## config.mk

```make
export PLATFORM = sky130hd
export DESIGN_NAME = flash_host_ctrl
export DESIGN_NICKNAME = d
export VERILOG_FILES = /design/src/rtl/flash_host_pkg.sv /design/src/rtl/flash_host_ctrl.sv
export SDC_FILE = /design/constraint.sdc
export NUM_CORES = 1
export LEC_CHECK = 0
export ABC_AREA = 1
export BUFFER_PORTS_ARGS = -buffer_cell sky130_fd_sc_hd__buf_2
export CORE_MARGIN = 5
export CORE_UTILIZATION = 62
export DETAILED_ROUTE_END_ITERATION = 7
export PLACE_DENSITY_LB_ADDON = 0.3
export SLEW_MARGIN = 10
export SYNTH_ARGS = -nofsm -noshare
export SYNTH_HDL_FRONTEND = slang
export SYNTH_SLANG_ARGS = --single-unit
export TNS_END_PERCENT = 1
```

## constraint.sdc

```tcl
create_clock -name core_clk_i -period 5.75 [get_ports core_clk_i]
set_input_delay 1.15 -clock core_clk_i [delete_from_list [all_inputs] [get_ports core_clk_i]]
set_output_delay 1.15 -clock core_clk_i [all_outputs]
set_load 0.03 [all_outputs]
```

## src/rtl/flash_host_pkg.sv

```systemverilog
// Constants and carrier types for the host-side flash reprogramming controller.
// Assumes one 25 MHz clock; the flash device itself is reached only through its pins.
// Notes on behaviour
// - Erase-verify code ends erase, enters verification.
// - Timer-ended erase still needs erase-verify write.
// - Wait 6 us before erase-verify read.
// - Rewrite erase-verify per byte, step addresses.
// - Failed byte: erase again, resume there.
// - Leave erase-verify with another valid command.
// - Program needs setup write then address/data write.
// - One byte per program; verify each immediately.
// - Wait 6 us, read back, compare data.
// - Two all-ones writes reset to read mode.
// - Host init issues double reset write.
// - Erase needs two successive erase-setup writes.
// - Read code then 6 us, free reads.
// - Host erase timer guarantees at least 10 ms.
package flash_host_pkg;
    localparam int unsigned CLK_HZ      = 25_000_000;
    localparam logic [7:0]  CMD_READ    = 8'h00;
    localparam logic [7:0]  CMD_ERASE   = 8'h20;
    localparam logic [7:0]  CMD_EVERIFY = 8'ha0;
    localparam logic [7:0]  CMD_PROG    = 8'h40;
    localparam logic [7:0]  CMD_PVERIFY = 8'hc0;
    localparam logic [7:0]  CMD_RESET   = 8'hff;
    localparam logic [7:0]  ERASED_BYTE = 8'hff;
    localparam int unsigned VERIFY_WAIT_US = 6;
    localparam int unsigned ERASE_MIN_MS   = 10;
    localparam int unsigned PROG_MIN_US    = 10;
    localparam int unsigned VPP_SETTLE_US  = 1;
    localparam int unsigned VERIFY_WAIT_CYC = (CLK_HZ / 1_000_000) * VERIFY_WAIT_US;
    localparam int unsigned ERASE_CYC       = (CLK_HZ / 1_000) * ERASE_MIN_MS;
    localparam int unsigned PROG_CYC        = (CLK_HZ / 1_000_000) * PROG_MIN_US;
    localparam int unsigned VPP_SETTLE_CYC  = (CLK_HZ / 1_000_000) * VPP_SETTLE_US;
    localparam int unsigned STROBE_CYC      = 3;
    localparam int unsigned READ_CYC        = 3;
    localparam int unsigned MAX_TRIES       = 1000;
    localparam int unsigned ADDR_W          = 17;

    typedef enum logic [1:0] {
        OP_IDLE,
        OP_ERASE,
        OP_PROGRAM,
        OP_READ
    } op_kind_t;

    typedef struct packed {
        op_kind_t          kind;
        logic [ADDR_W-1:0] addr;
        logic [7:0]        data;
    } flash_req_t;

    typedef struct packed {
        logic       ok;
        logic       fail;
        logic [7:0] rdata;
    } flash_rsp_t;

    typedef struct packed {
        logic [ADDR_W-1:0] addr;
        logic [7:0]        dq_out;
        logic              dq_oe;
        logic              ce_n;
        logic              we_n;
        logic              oe_n;
        logic              vpp_en;
    } flash_pins_t;
endpackage

```

## src/rtl/flash_host_ctrl.sv

```systemverilog
// Host controller that erases, programs and reads a command-register flash device.
// Assumes the flash data pins come back asynchronously and the supply switch follows vpp_en.
`timescale 1ns/1ns
`default_nettype none
module flash_host_ctrl #(
    parameter int unsigned ERASE_CYCLES = flash_host_pkg::ERASE_CYC,
    parameter logic [flash_host_pkg::ADDR_W-1:0] LAST_ADDR = '1
) (
    // Clock and reset
    input  wire logic                 core_clk_i,
    input  wire logic                 rst_n_i,
    // Request and answer
    input  wire logic                 req_valid_i,
    input  wire flash_host_pkg::flash_req_t req_i,
    output logic                      req_ready_o,
    output logic                      rsp_valid_o,
    output flash_host_pkg::flash_rsp_t rsp_o,
    // Flash pins
    input  wire logic [7:0]           dq_i,
    output flash_host_pkg::flash_pins_t pins_o
);
    import flash_host_pkg::*;

    typedef enum logic [3:0] {
        S_INIT, S_RST1, S_RST2, S_IDLE, S_SETUP, S_SECOND, S_PULSE,
        S_VERIFY_CMD, S_WAIT, S_SAMPLE, S_READ_CMD, S_DONE
    } state_t;

    typedef enum logic [1:0] { W_IDLE, W_SETUP, W_LOW, W_HIGH } wr_t;

    state_t            st_r, st_nxt;
    wr_t               wr_r;
    logic [23:0]       cnt_r;
    logic [ADDR_W-1:0] addr_r;
    logic [7:0]        data_r, wdata_r, dq_s1_r, dq_s2_r;
    logic [9:0]        tries_r;
    op_kind_t          kind_r;
    flash_rsp_t        rsp_r;
    logic              rsp_v_r, vpp_r, oe_n_r, wr_go, wr_done, cnt_zero, fail_now;
    logic [1:0]        wcnt_r;
    logic [7:0]        wdata_nxt;
    logic [23:0]       pulse_len;
    op_kind_t          cur_kind;
    logic              take, pulse_go, wait_go, read_go, sample_go;
    logic              byte_erased, step_on, done_ok, retry;

    // A write is a setup cycle, then WE low, then data held through the rising edge.
    // The setup cycle lets the device see a settled address when WE falls.
    assign wr_done  = (wr_r == W_HIGH) && (wcnt_r == 2'd0);
    assign cnt_zero = (cnt_r == 24'h0);
    assign fail_now = (tries_r == 10'(MAX_TRIES));
    assign req_ready_o = (st_r == S_IDLE);
    assign rsp_valid_o = rsp_v_r;
    assign rsp_o       = rsp_r;
    assign pins_o = '{addr: addr_r, dq_out: wdata_r, dq_oe: (wr_r != W_IDLE),
                      ce_n: (wr_r == W_IDLE) && oe_n_r, we_n: (wr_r != W_LOW),
                      oe_n: oe_n_r, vpp_en: vpp_r};

    always_ff @(posedge core_clk_i or negedge rst_n_i) begin
        if (!rst_n_i) begin
            dq_s1_r <= 8'h00;
            dq_s2_r <= 8'h00;
        end else begin
            dq_s1_r <= dq_i;
            dq_s2_r <= dq_s1_r;
        end
    end

    // Write strobe engine.
    always_ff @(posedge core_clk_i or negedge rst_n_i) begin
        if (!rst_n_i) begin
            wr_r   <= W_IDLE;
            wcnt_r <= 2'd0;
        end else if (wr_go) begin
            wr_r   <= W_SETUP;
        end else if (wr_r == W_SETUP) begin
            wr_r   <= W_LOW;
            wcnt_r <= 2'(STROBE_CYC - 1);
        end else if (wr_r != W_IDLE) begin
            if (wcnt_r != 2'd0) begin
                wcnt_r <= wcnt_r - 2'd1;
            end else if (wr_r == W_LOW) begin
                wr_r   <= W_HIGH;
                wcnt_r <= 2'(STROBE_CYC - 1);
            end else begin
                wr_r <= W_IDLE;
            end
        end
    end

    // A new write may start in the cycle the previous one ends, so busy is no guard here.
    assign wr_go = (st_r != st_nxt) &&
                   (st_nxt inside {S_RST1, S_RST2, S_SETUP, S_SECOND, S_VERIFY_CMD, S_READ_CMD});

    always_comb begin
        st_nxt = st_r;
        case (st_r)
            S_INIT:       if (cnt_zero) st_nxt = S_RST1;
            S_RST1:       if (wr_done) st_nxt = S_RST2;
            S_RST2:       if (wr_done) st_nxt = S_IDLE;
            S_IDLE:       if (req_valid_i && req_i.kind != OP_IDLE)
                              st_nxt = (req_i.kind == OP_READ) ? S_READ_CMD : S_SETUP;
            S_SETUP:      if (wr_done) st_nxt = S_SECOND;
            S_SECOND:     if (wr_done) st_nxt = S_PULSE;
            S_PULSE:      if (cnt_zero) st_nxt = S_VERIFY_CMD;
            S_VERIFY_CMD: if (wr_done) st_nxt = S_WAIT;
            S_WAIT:       if (cnt_zero) st_nxt = S_SAMPLE;
            S_SAMPLE:     if (cnt_zero)
                              st_nxt = step_on ? S_VERIFY_CMD : (retry ? S_SETUP : S_DONE);
            S_READ_CMD:   if (wr_done) st_nxt = S_WAIT;
            S_DONE:       st_nxt = S_IDLE;
            default:      st_nxt = S_INIT;
        endcase
    end

    // Events that load the shared counter, latch a request or latch the answer.
    assign take      = (st_r == S_IDLE) && (st_nxt != S_IDLE);
    assign pulse_go  = (st_r == S_SECOND) && wr_done;
    assign wait_go   = wr_done && ((st_r == S_VERIFY_CMD) || (st_r == S_READ_CMD));
    assign read_go   = (st_r == S_WAIT) && cnt_zero;
    assign sample_go = (st_r == S_SAMPLE) && cnt_zero;
    assign cur_kind  = take ? req_i.kind : kind_r;
    assign pulse_len = (kind_r == OP_ERASE) ? 24'(ERASE_CYCLES) : 24'(PROG_CYC);

    // Verdict on the sampled byte; an erased byte short of the end steps on, not answers.
    assign byte_erased = (dq_s2_r == ERASED_BYTE);
    assign step_on     = (kind_r == OP_ERASE) && byte_erased && (addr_r != LAST_ADDR);
    assign done_ok     = (kind_r == OP_READ) ||
                         ((kind_r == OP_ERASE) && byte_erased && (addr_r == LAST_ADDR)) ||
                         ((kind_r == OP_PROGRAM) && (dq_s2_r == data_r));
    assign retry       = !done_ok && !step_on && !fail_now;

    // Code or byte put on the data pins for the write about to start.
    always_comb begin
        case (st_nxt)
            S_SETUP:      wdata_nxt = (cur_kind == OP_ERASE) ? CMD_ERASE : CMD_PROG;
            S_SECOND:     wdata_nxt = (cur_kind == OP_ERASE) ? CMD_ERASE : data_r;
            S_VERIFY_CMD: wdata_nxt = (cur_kind == OP_ERASE) ? CMD_EVERIFY : CMD_PVERIFY;
            S_READ_CMD:   wdata_nxt = CMD_READ;
            default:      wdata_nxt = CMD_RESET;
        endcase
    end

    // State, supply enable and the one-cycle answer strobe.
    always_ff @(posedge core_clk_i or negedge rst_n_i) begin
        if (!rst_n_i) begin
            st_r    <= S_INIT;
            vpp_r   <= 1'b1;
            rsp_v_r <= 1'b0;
        end else begin
            st_r    <= st_nxt;
            vpp_r   <= 1'b1;
            rsp_v_r <= (st_r == S_DONE);
        end
    end

    // One down-counter times supply settling, pulses, verify waits and the read window.
    always_ff @(posedge core_clk_i or negedge rst_n_i) begin
        if (!rst_n_i) begin
            cnt_r <= 24'(VPP_SETTLE_CYC);
        end else if (pulse_go) begin
            cnt_r <= pulse_len;
        end else if (wait_go) begin
            cnt_r <= 24'(VERIFY_WAIT_CYC);
        end else if (read_go) begin
            cnt_r <= 24'(READ_CYC);
        end else if (!cnt_zero) begin
            cnt_r <= cnt_r - 24'h1;
        end
    end

    // Data pins change only when a write starts, so they stand through the whole strobe.
    always_ff @(posedge core_clk_i or negedge rst_n_i) begin
        if (!rst_n_i) begin
            wdata_r <= CMD_RESET;
        end else if (wr_go) begin
            wdata_r <= wdata_nxt;
        end
    end

    // Request latch, verify address and pulse count.
    always_ff @(posedge core_clk_i or negedge rst_n_i) begin
        if (!rst_n_i) begin
            kind_r  <= OP_IDLE;
            addr_r  <= '0;
            data_r  <= 8'h00;
            tries_r <= 10'h0;
        end else if (take) begin
            kind_r  <= req_i.kind;
            addr_r  <= (req_i.kind == OP_ERASE) ? '0 : req_i.addr;
            data_r  <= req_i.data;
            tries_r <= 10'h0;
        end else begin
            if (pulse_go) begin
                tries_r <= tries_r + 10'h1;
            end
            if (sample_go && step_on) begin
                addr_r <= addr_r + 1'b1;
            end
        end
    end

    // Read window and the answer, which holds until the next one is ready.
    always_ff @(posedge core_clk_i or negedge rst_n_i) begin
        if (!rst_n_i) begin
            oe_n_r <= 1'b1;
            rsp_r  <= '0;
        end else if (read_go) begin
            oe_n_r <= 1'b0;
        end else if (sample_go) begin
            oe_n_r <= 1'b1;
            if (done_ok) begin
                rsp_r <= '{ok: 1'b1, fail: 1'b0, rdata: dq_s2_r};
            end else if (fail_now) begin
                rsp_r <= '{ok: 1'b0, fail: 1'b1, rdata: dq_s2_r};
            end
        end
    end
endmodule
`default_nettype wire

```

==> flow_metrics.py <==
metrics = {
    "critical_path": {
        "rr_endpoint": "addr_r[6]$_DFFE_PN0P_",
        "cp_data_required_time_ns": 6.05,
        "critical_path.max_fanout": 32,
        "startpoint_type": "flop",
        "end_kind": "flop",
        "crit_arrival_ns": 4.26,
        "crit_type": "flop to flop",
        "startpoint": "addr_r[0]$_DFFE_PN0P_",
        "worstSetupEndpoint": "addr_r[6]$_DFFE_PN0P_",
        "r2r_cells": 20,
        "reg2reg_from": "addr_r[0]$_DFFE_PN0P_",
        "reg2reg_setup_slack_ns": 1.79,
    },
    "grt": {
        "overflow": 0,
        "grt_usage": 0.241,
        "grt_pass1_wl_um": 22400,
        "grt_max_degree": 59,
        "grt_pass1_vias": 4970,
        "antenna_found_initial": 0,
    },
    "routing": {
        "drt_iter0_drc": 322,
        "drc": 0,
        "drt-pass1-iter-count": 6,
        "routed_wirelength_um": 13400,
        "vias_per_cell": 5.52,
        "antenna_left": 0,
        "via_count": 4955,
        "avgRoutedWirePerCell_um": 14.9,
    },
    "power": {
        "p_per_area_nw_per_um2": 559,
        "seqPwrFrac": 0.355,
        "switching_share": 0.461,
        "p_comb_frac": 0.479,
        "internal_power_mw": 1.96,
        "cellLeakagePower_nw": 3.34,
        "worst_ir_drop_vdd_v": 0.000305,
        "net-switching-power_mw": 1.67,
        "clkPwrFrac": 0.166,
    },
    "synth": {
        "yosysWarnings": 0,
        "synth_area_um2": 5800,
        "synth_edf_count": 0,
        "async_flop_share": 1.00,
        "ys_seq_area_frac": 0.456,
        "yosysUniqueCellTypes": 51,
        "syn_nets": 756,
        "synth-seq-cells": 105,
        "ys.flop_type": "dfrtp_1",
        "syn_area_per_cell_um2": 8.22,
        "synth.top_cell.area_share": 0.401,
        "synth_area_leaders": "dfrtp_1 (40%), nand2_1 (9.2%), inv_1 (5.5%)",
        "netlist_instances": 705,
        "synth_top_cell_by_area": "dfrtp_1",
    },
    "finish": {
        "final_cell_mix": "nand2_1 (142), dfrtp_1 (93), inv_1 (85)",
        "nNetsFinal": 833,
        "layout-drive-gt1-share": 0.213,
        "layout.cells.non_filler": 898,
        "areaGrowthSynthToFinish_pct": 12.1,
        "mostFrequentLayoutCell": "nand2_1",
        "fill_cells": 721,
        "num_antenna_cells": 0,
    },
    "die": {
        "fp.dieH_um": 107,
        "die_area_um2": 11400,
        "ios": 80,
        "rows": 35,
        "coreArea_um2": 9200,
        "die_w_um": 107,
        "start_util": 0.630,
    },
    "timing": {
        "timing.final.crit_share": 0.688,
        "fin_crit_ns": 3.96,
        "tightest_slew_ns": 0.715,
        "fin_skew_ns": 0.0171,
        "timing.fmax_mhz": 253,
        "finalHoldViolCount": 0,
        "rsz0062_at_grt": "false",
        "slew_violations": 0,
        "finalSetupViolations": 0,
        "tns_ns": 0,
        "maxSlewHeadroom": 0.523,
    },
    "min_path": {
        "hold_path_class": "flop to flop",
        "hold_start": "dq_s1_r[4]$_DFF_PN0_",
    },
    "clocking": {
        "numCtsBuffers": 9,
        "cts-root-buf": "clkbuf_8",
        "htreeDepth": 3,
        "cts_tree": "yes",
        "cts_resized": 0,
        "cts_buffer_depth": 2,
        "cts_hold_buf": 0,
        "cts_setup_buffers": 0,
        "clk_latency_ns": 0.38,
        "cts.sinks": 105,
        "clk_pin_slew_ns": 0.10,
    },
    "placement": {
        "place_congestion": 0.915,
        "portBuffers": 78,
        "placedCellCount": 882,
        "hpwlAfterDp_um": 10000,
    },
    "outcome": {
        "outcome": "completed",
    },
    "flow_run": {
        "maxCapViolations": 0,
    },
}
power by group through the flow:
stage          clock network (mW)  registers (mW)  logic [mW]
6_report                    0.605            1.29        1.74
5_1_grt                     0.646            1.32        1.93
4_1_cts                     0.610            1.28        1.74
3_5_place_dp                    0            1.29        1.73
3_3_place_gp                    0            1.28        1.65
2_1_floorplan                   0            1.41        1.20
state kept, by name, summed over array words and instances, names as in the netlist, 4 cells and up:
name / count
addr_r: 17
data_r: 8
st_r: 4
wdata_r: 8
cnt_r: 24
dq_s1_r: 8
dq_s2_r: 8
tries_r: 10
rsp_o: 10
layer usage:
metal	global-route usage	up-vias	routed length (µm)
met1	0.295	2347	5580
li1	-	2418	-
met3	0.0512	34	679
met4	0.0913	0	299
met5	0	-	0
met2	0.420	156	6810
synth_stat cells, types with 9 or more instances:
cell     instances
a21oi_1         47
nand2_2          9
nor2_1          80
dfstp_2         12
o21ai_0         13
xnor2_1         10
dfrtp_1         93
ha_1            13
inv_1           85
xor2_1          21
o21ai_1         17
nand2_1        142
inv_2           12
nand3_1         48
per-stage QoR:
step / utilization / hold WS [ns] / power [mW] / worst slack (ns) / area [µm²]
after floorplan: - / 0.331 / 2.61 / 2.52 / 5800
after global placement: 0.677 / 0.336 / 2.94 / 2.13 / 6220
after detailed placement: 0.677 / 0.335 / 3.02 / 1.88 / 6220
after CTS: 0.707 / 0.358 / 3.63 / 1.80 / 6500
after global routing: 0.707 / 0.372 / 3.89 / 1.20 / 6500
final: 0.707 / 0.355 / 3.63 / 1.79 / 6500
kinds of logic (layout without fill, tap and decap cells):
kind of cell	Yosys count	in the layout	synth area share
flip-flops	105	105	0.456
other	1	1	0.000647
AND/OR/NAND/NOR	331	331	0.269
AO/OA/AOI/OAI	109	109	0.112
adder cells (fa/ha/maj)	13	13	0.0281
buffers and inverters	115	197	0.0883
XOR/XNOR	31	31	0.0468
worst max-delay path: stages, from the launching register on:
cell,delay (ns)
dfrtp_1,0.42
ha_1,0.19
nand3_1,0.12
nor3_1,0.26
nand3_1,0.14
nor2_1,0.18
nand3_1,0.16
nor2_1,0.14
ha_1,0.18
inv_1,0.07
nand4_1,0.20
nand2_1,0.11
a21oi_2,0.26
clkinv_2,0.16
nand3_2,0.12
nand2_2,0.36
inv_6,0.38
nand3_1,0.13
o21ai_1,0.11
nand2_1,0.07
o21ai_1,0.08
cell type report:
cell class | instances | area, µm² | area share
Inverter | 102 | 399 | 0.0614
Tap cell | 111 | 139 | 0.0214
Multi-Input combinational cell | 485 | 2640 | 0.407
Clock inverter | 6 | 136 | 0.0210
Timing Repair Buffer | 79 | 400 | 0.0616
Clock buffer | 10 | 138 | 0.0212
Sequential cell | 105 | 2640 | 0.407
worst min path at each step:
stage                           endpoint  slack [ns]  depth (start not counted)
finish              dq_s2_r[4]$_DFF_PN0_        0.36                          0
global route        dq_s2_r[2]$_DFF_PN0_        0.37                          0
CTS                 dq_s2_r[4]$_DFF_PN0_        0.36                          0
detailed placement  dq_s2_r[2]$_DFF_PN0_        0.33                          0
global placement    dq_s2_r[3]$_DFF_PN0_        0.34                          0
floorplan           dq_s2_r[0]$_DFF_PN0_        0.33                          0
No activity file was read; power rests on OpenSTA's default activity.
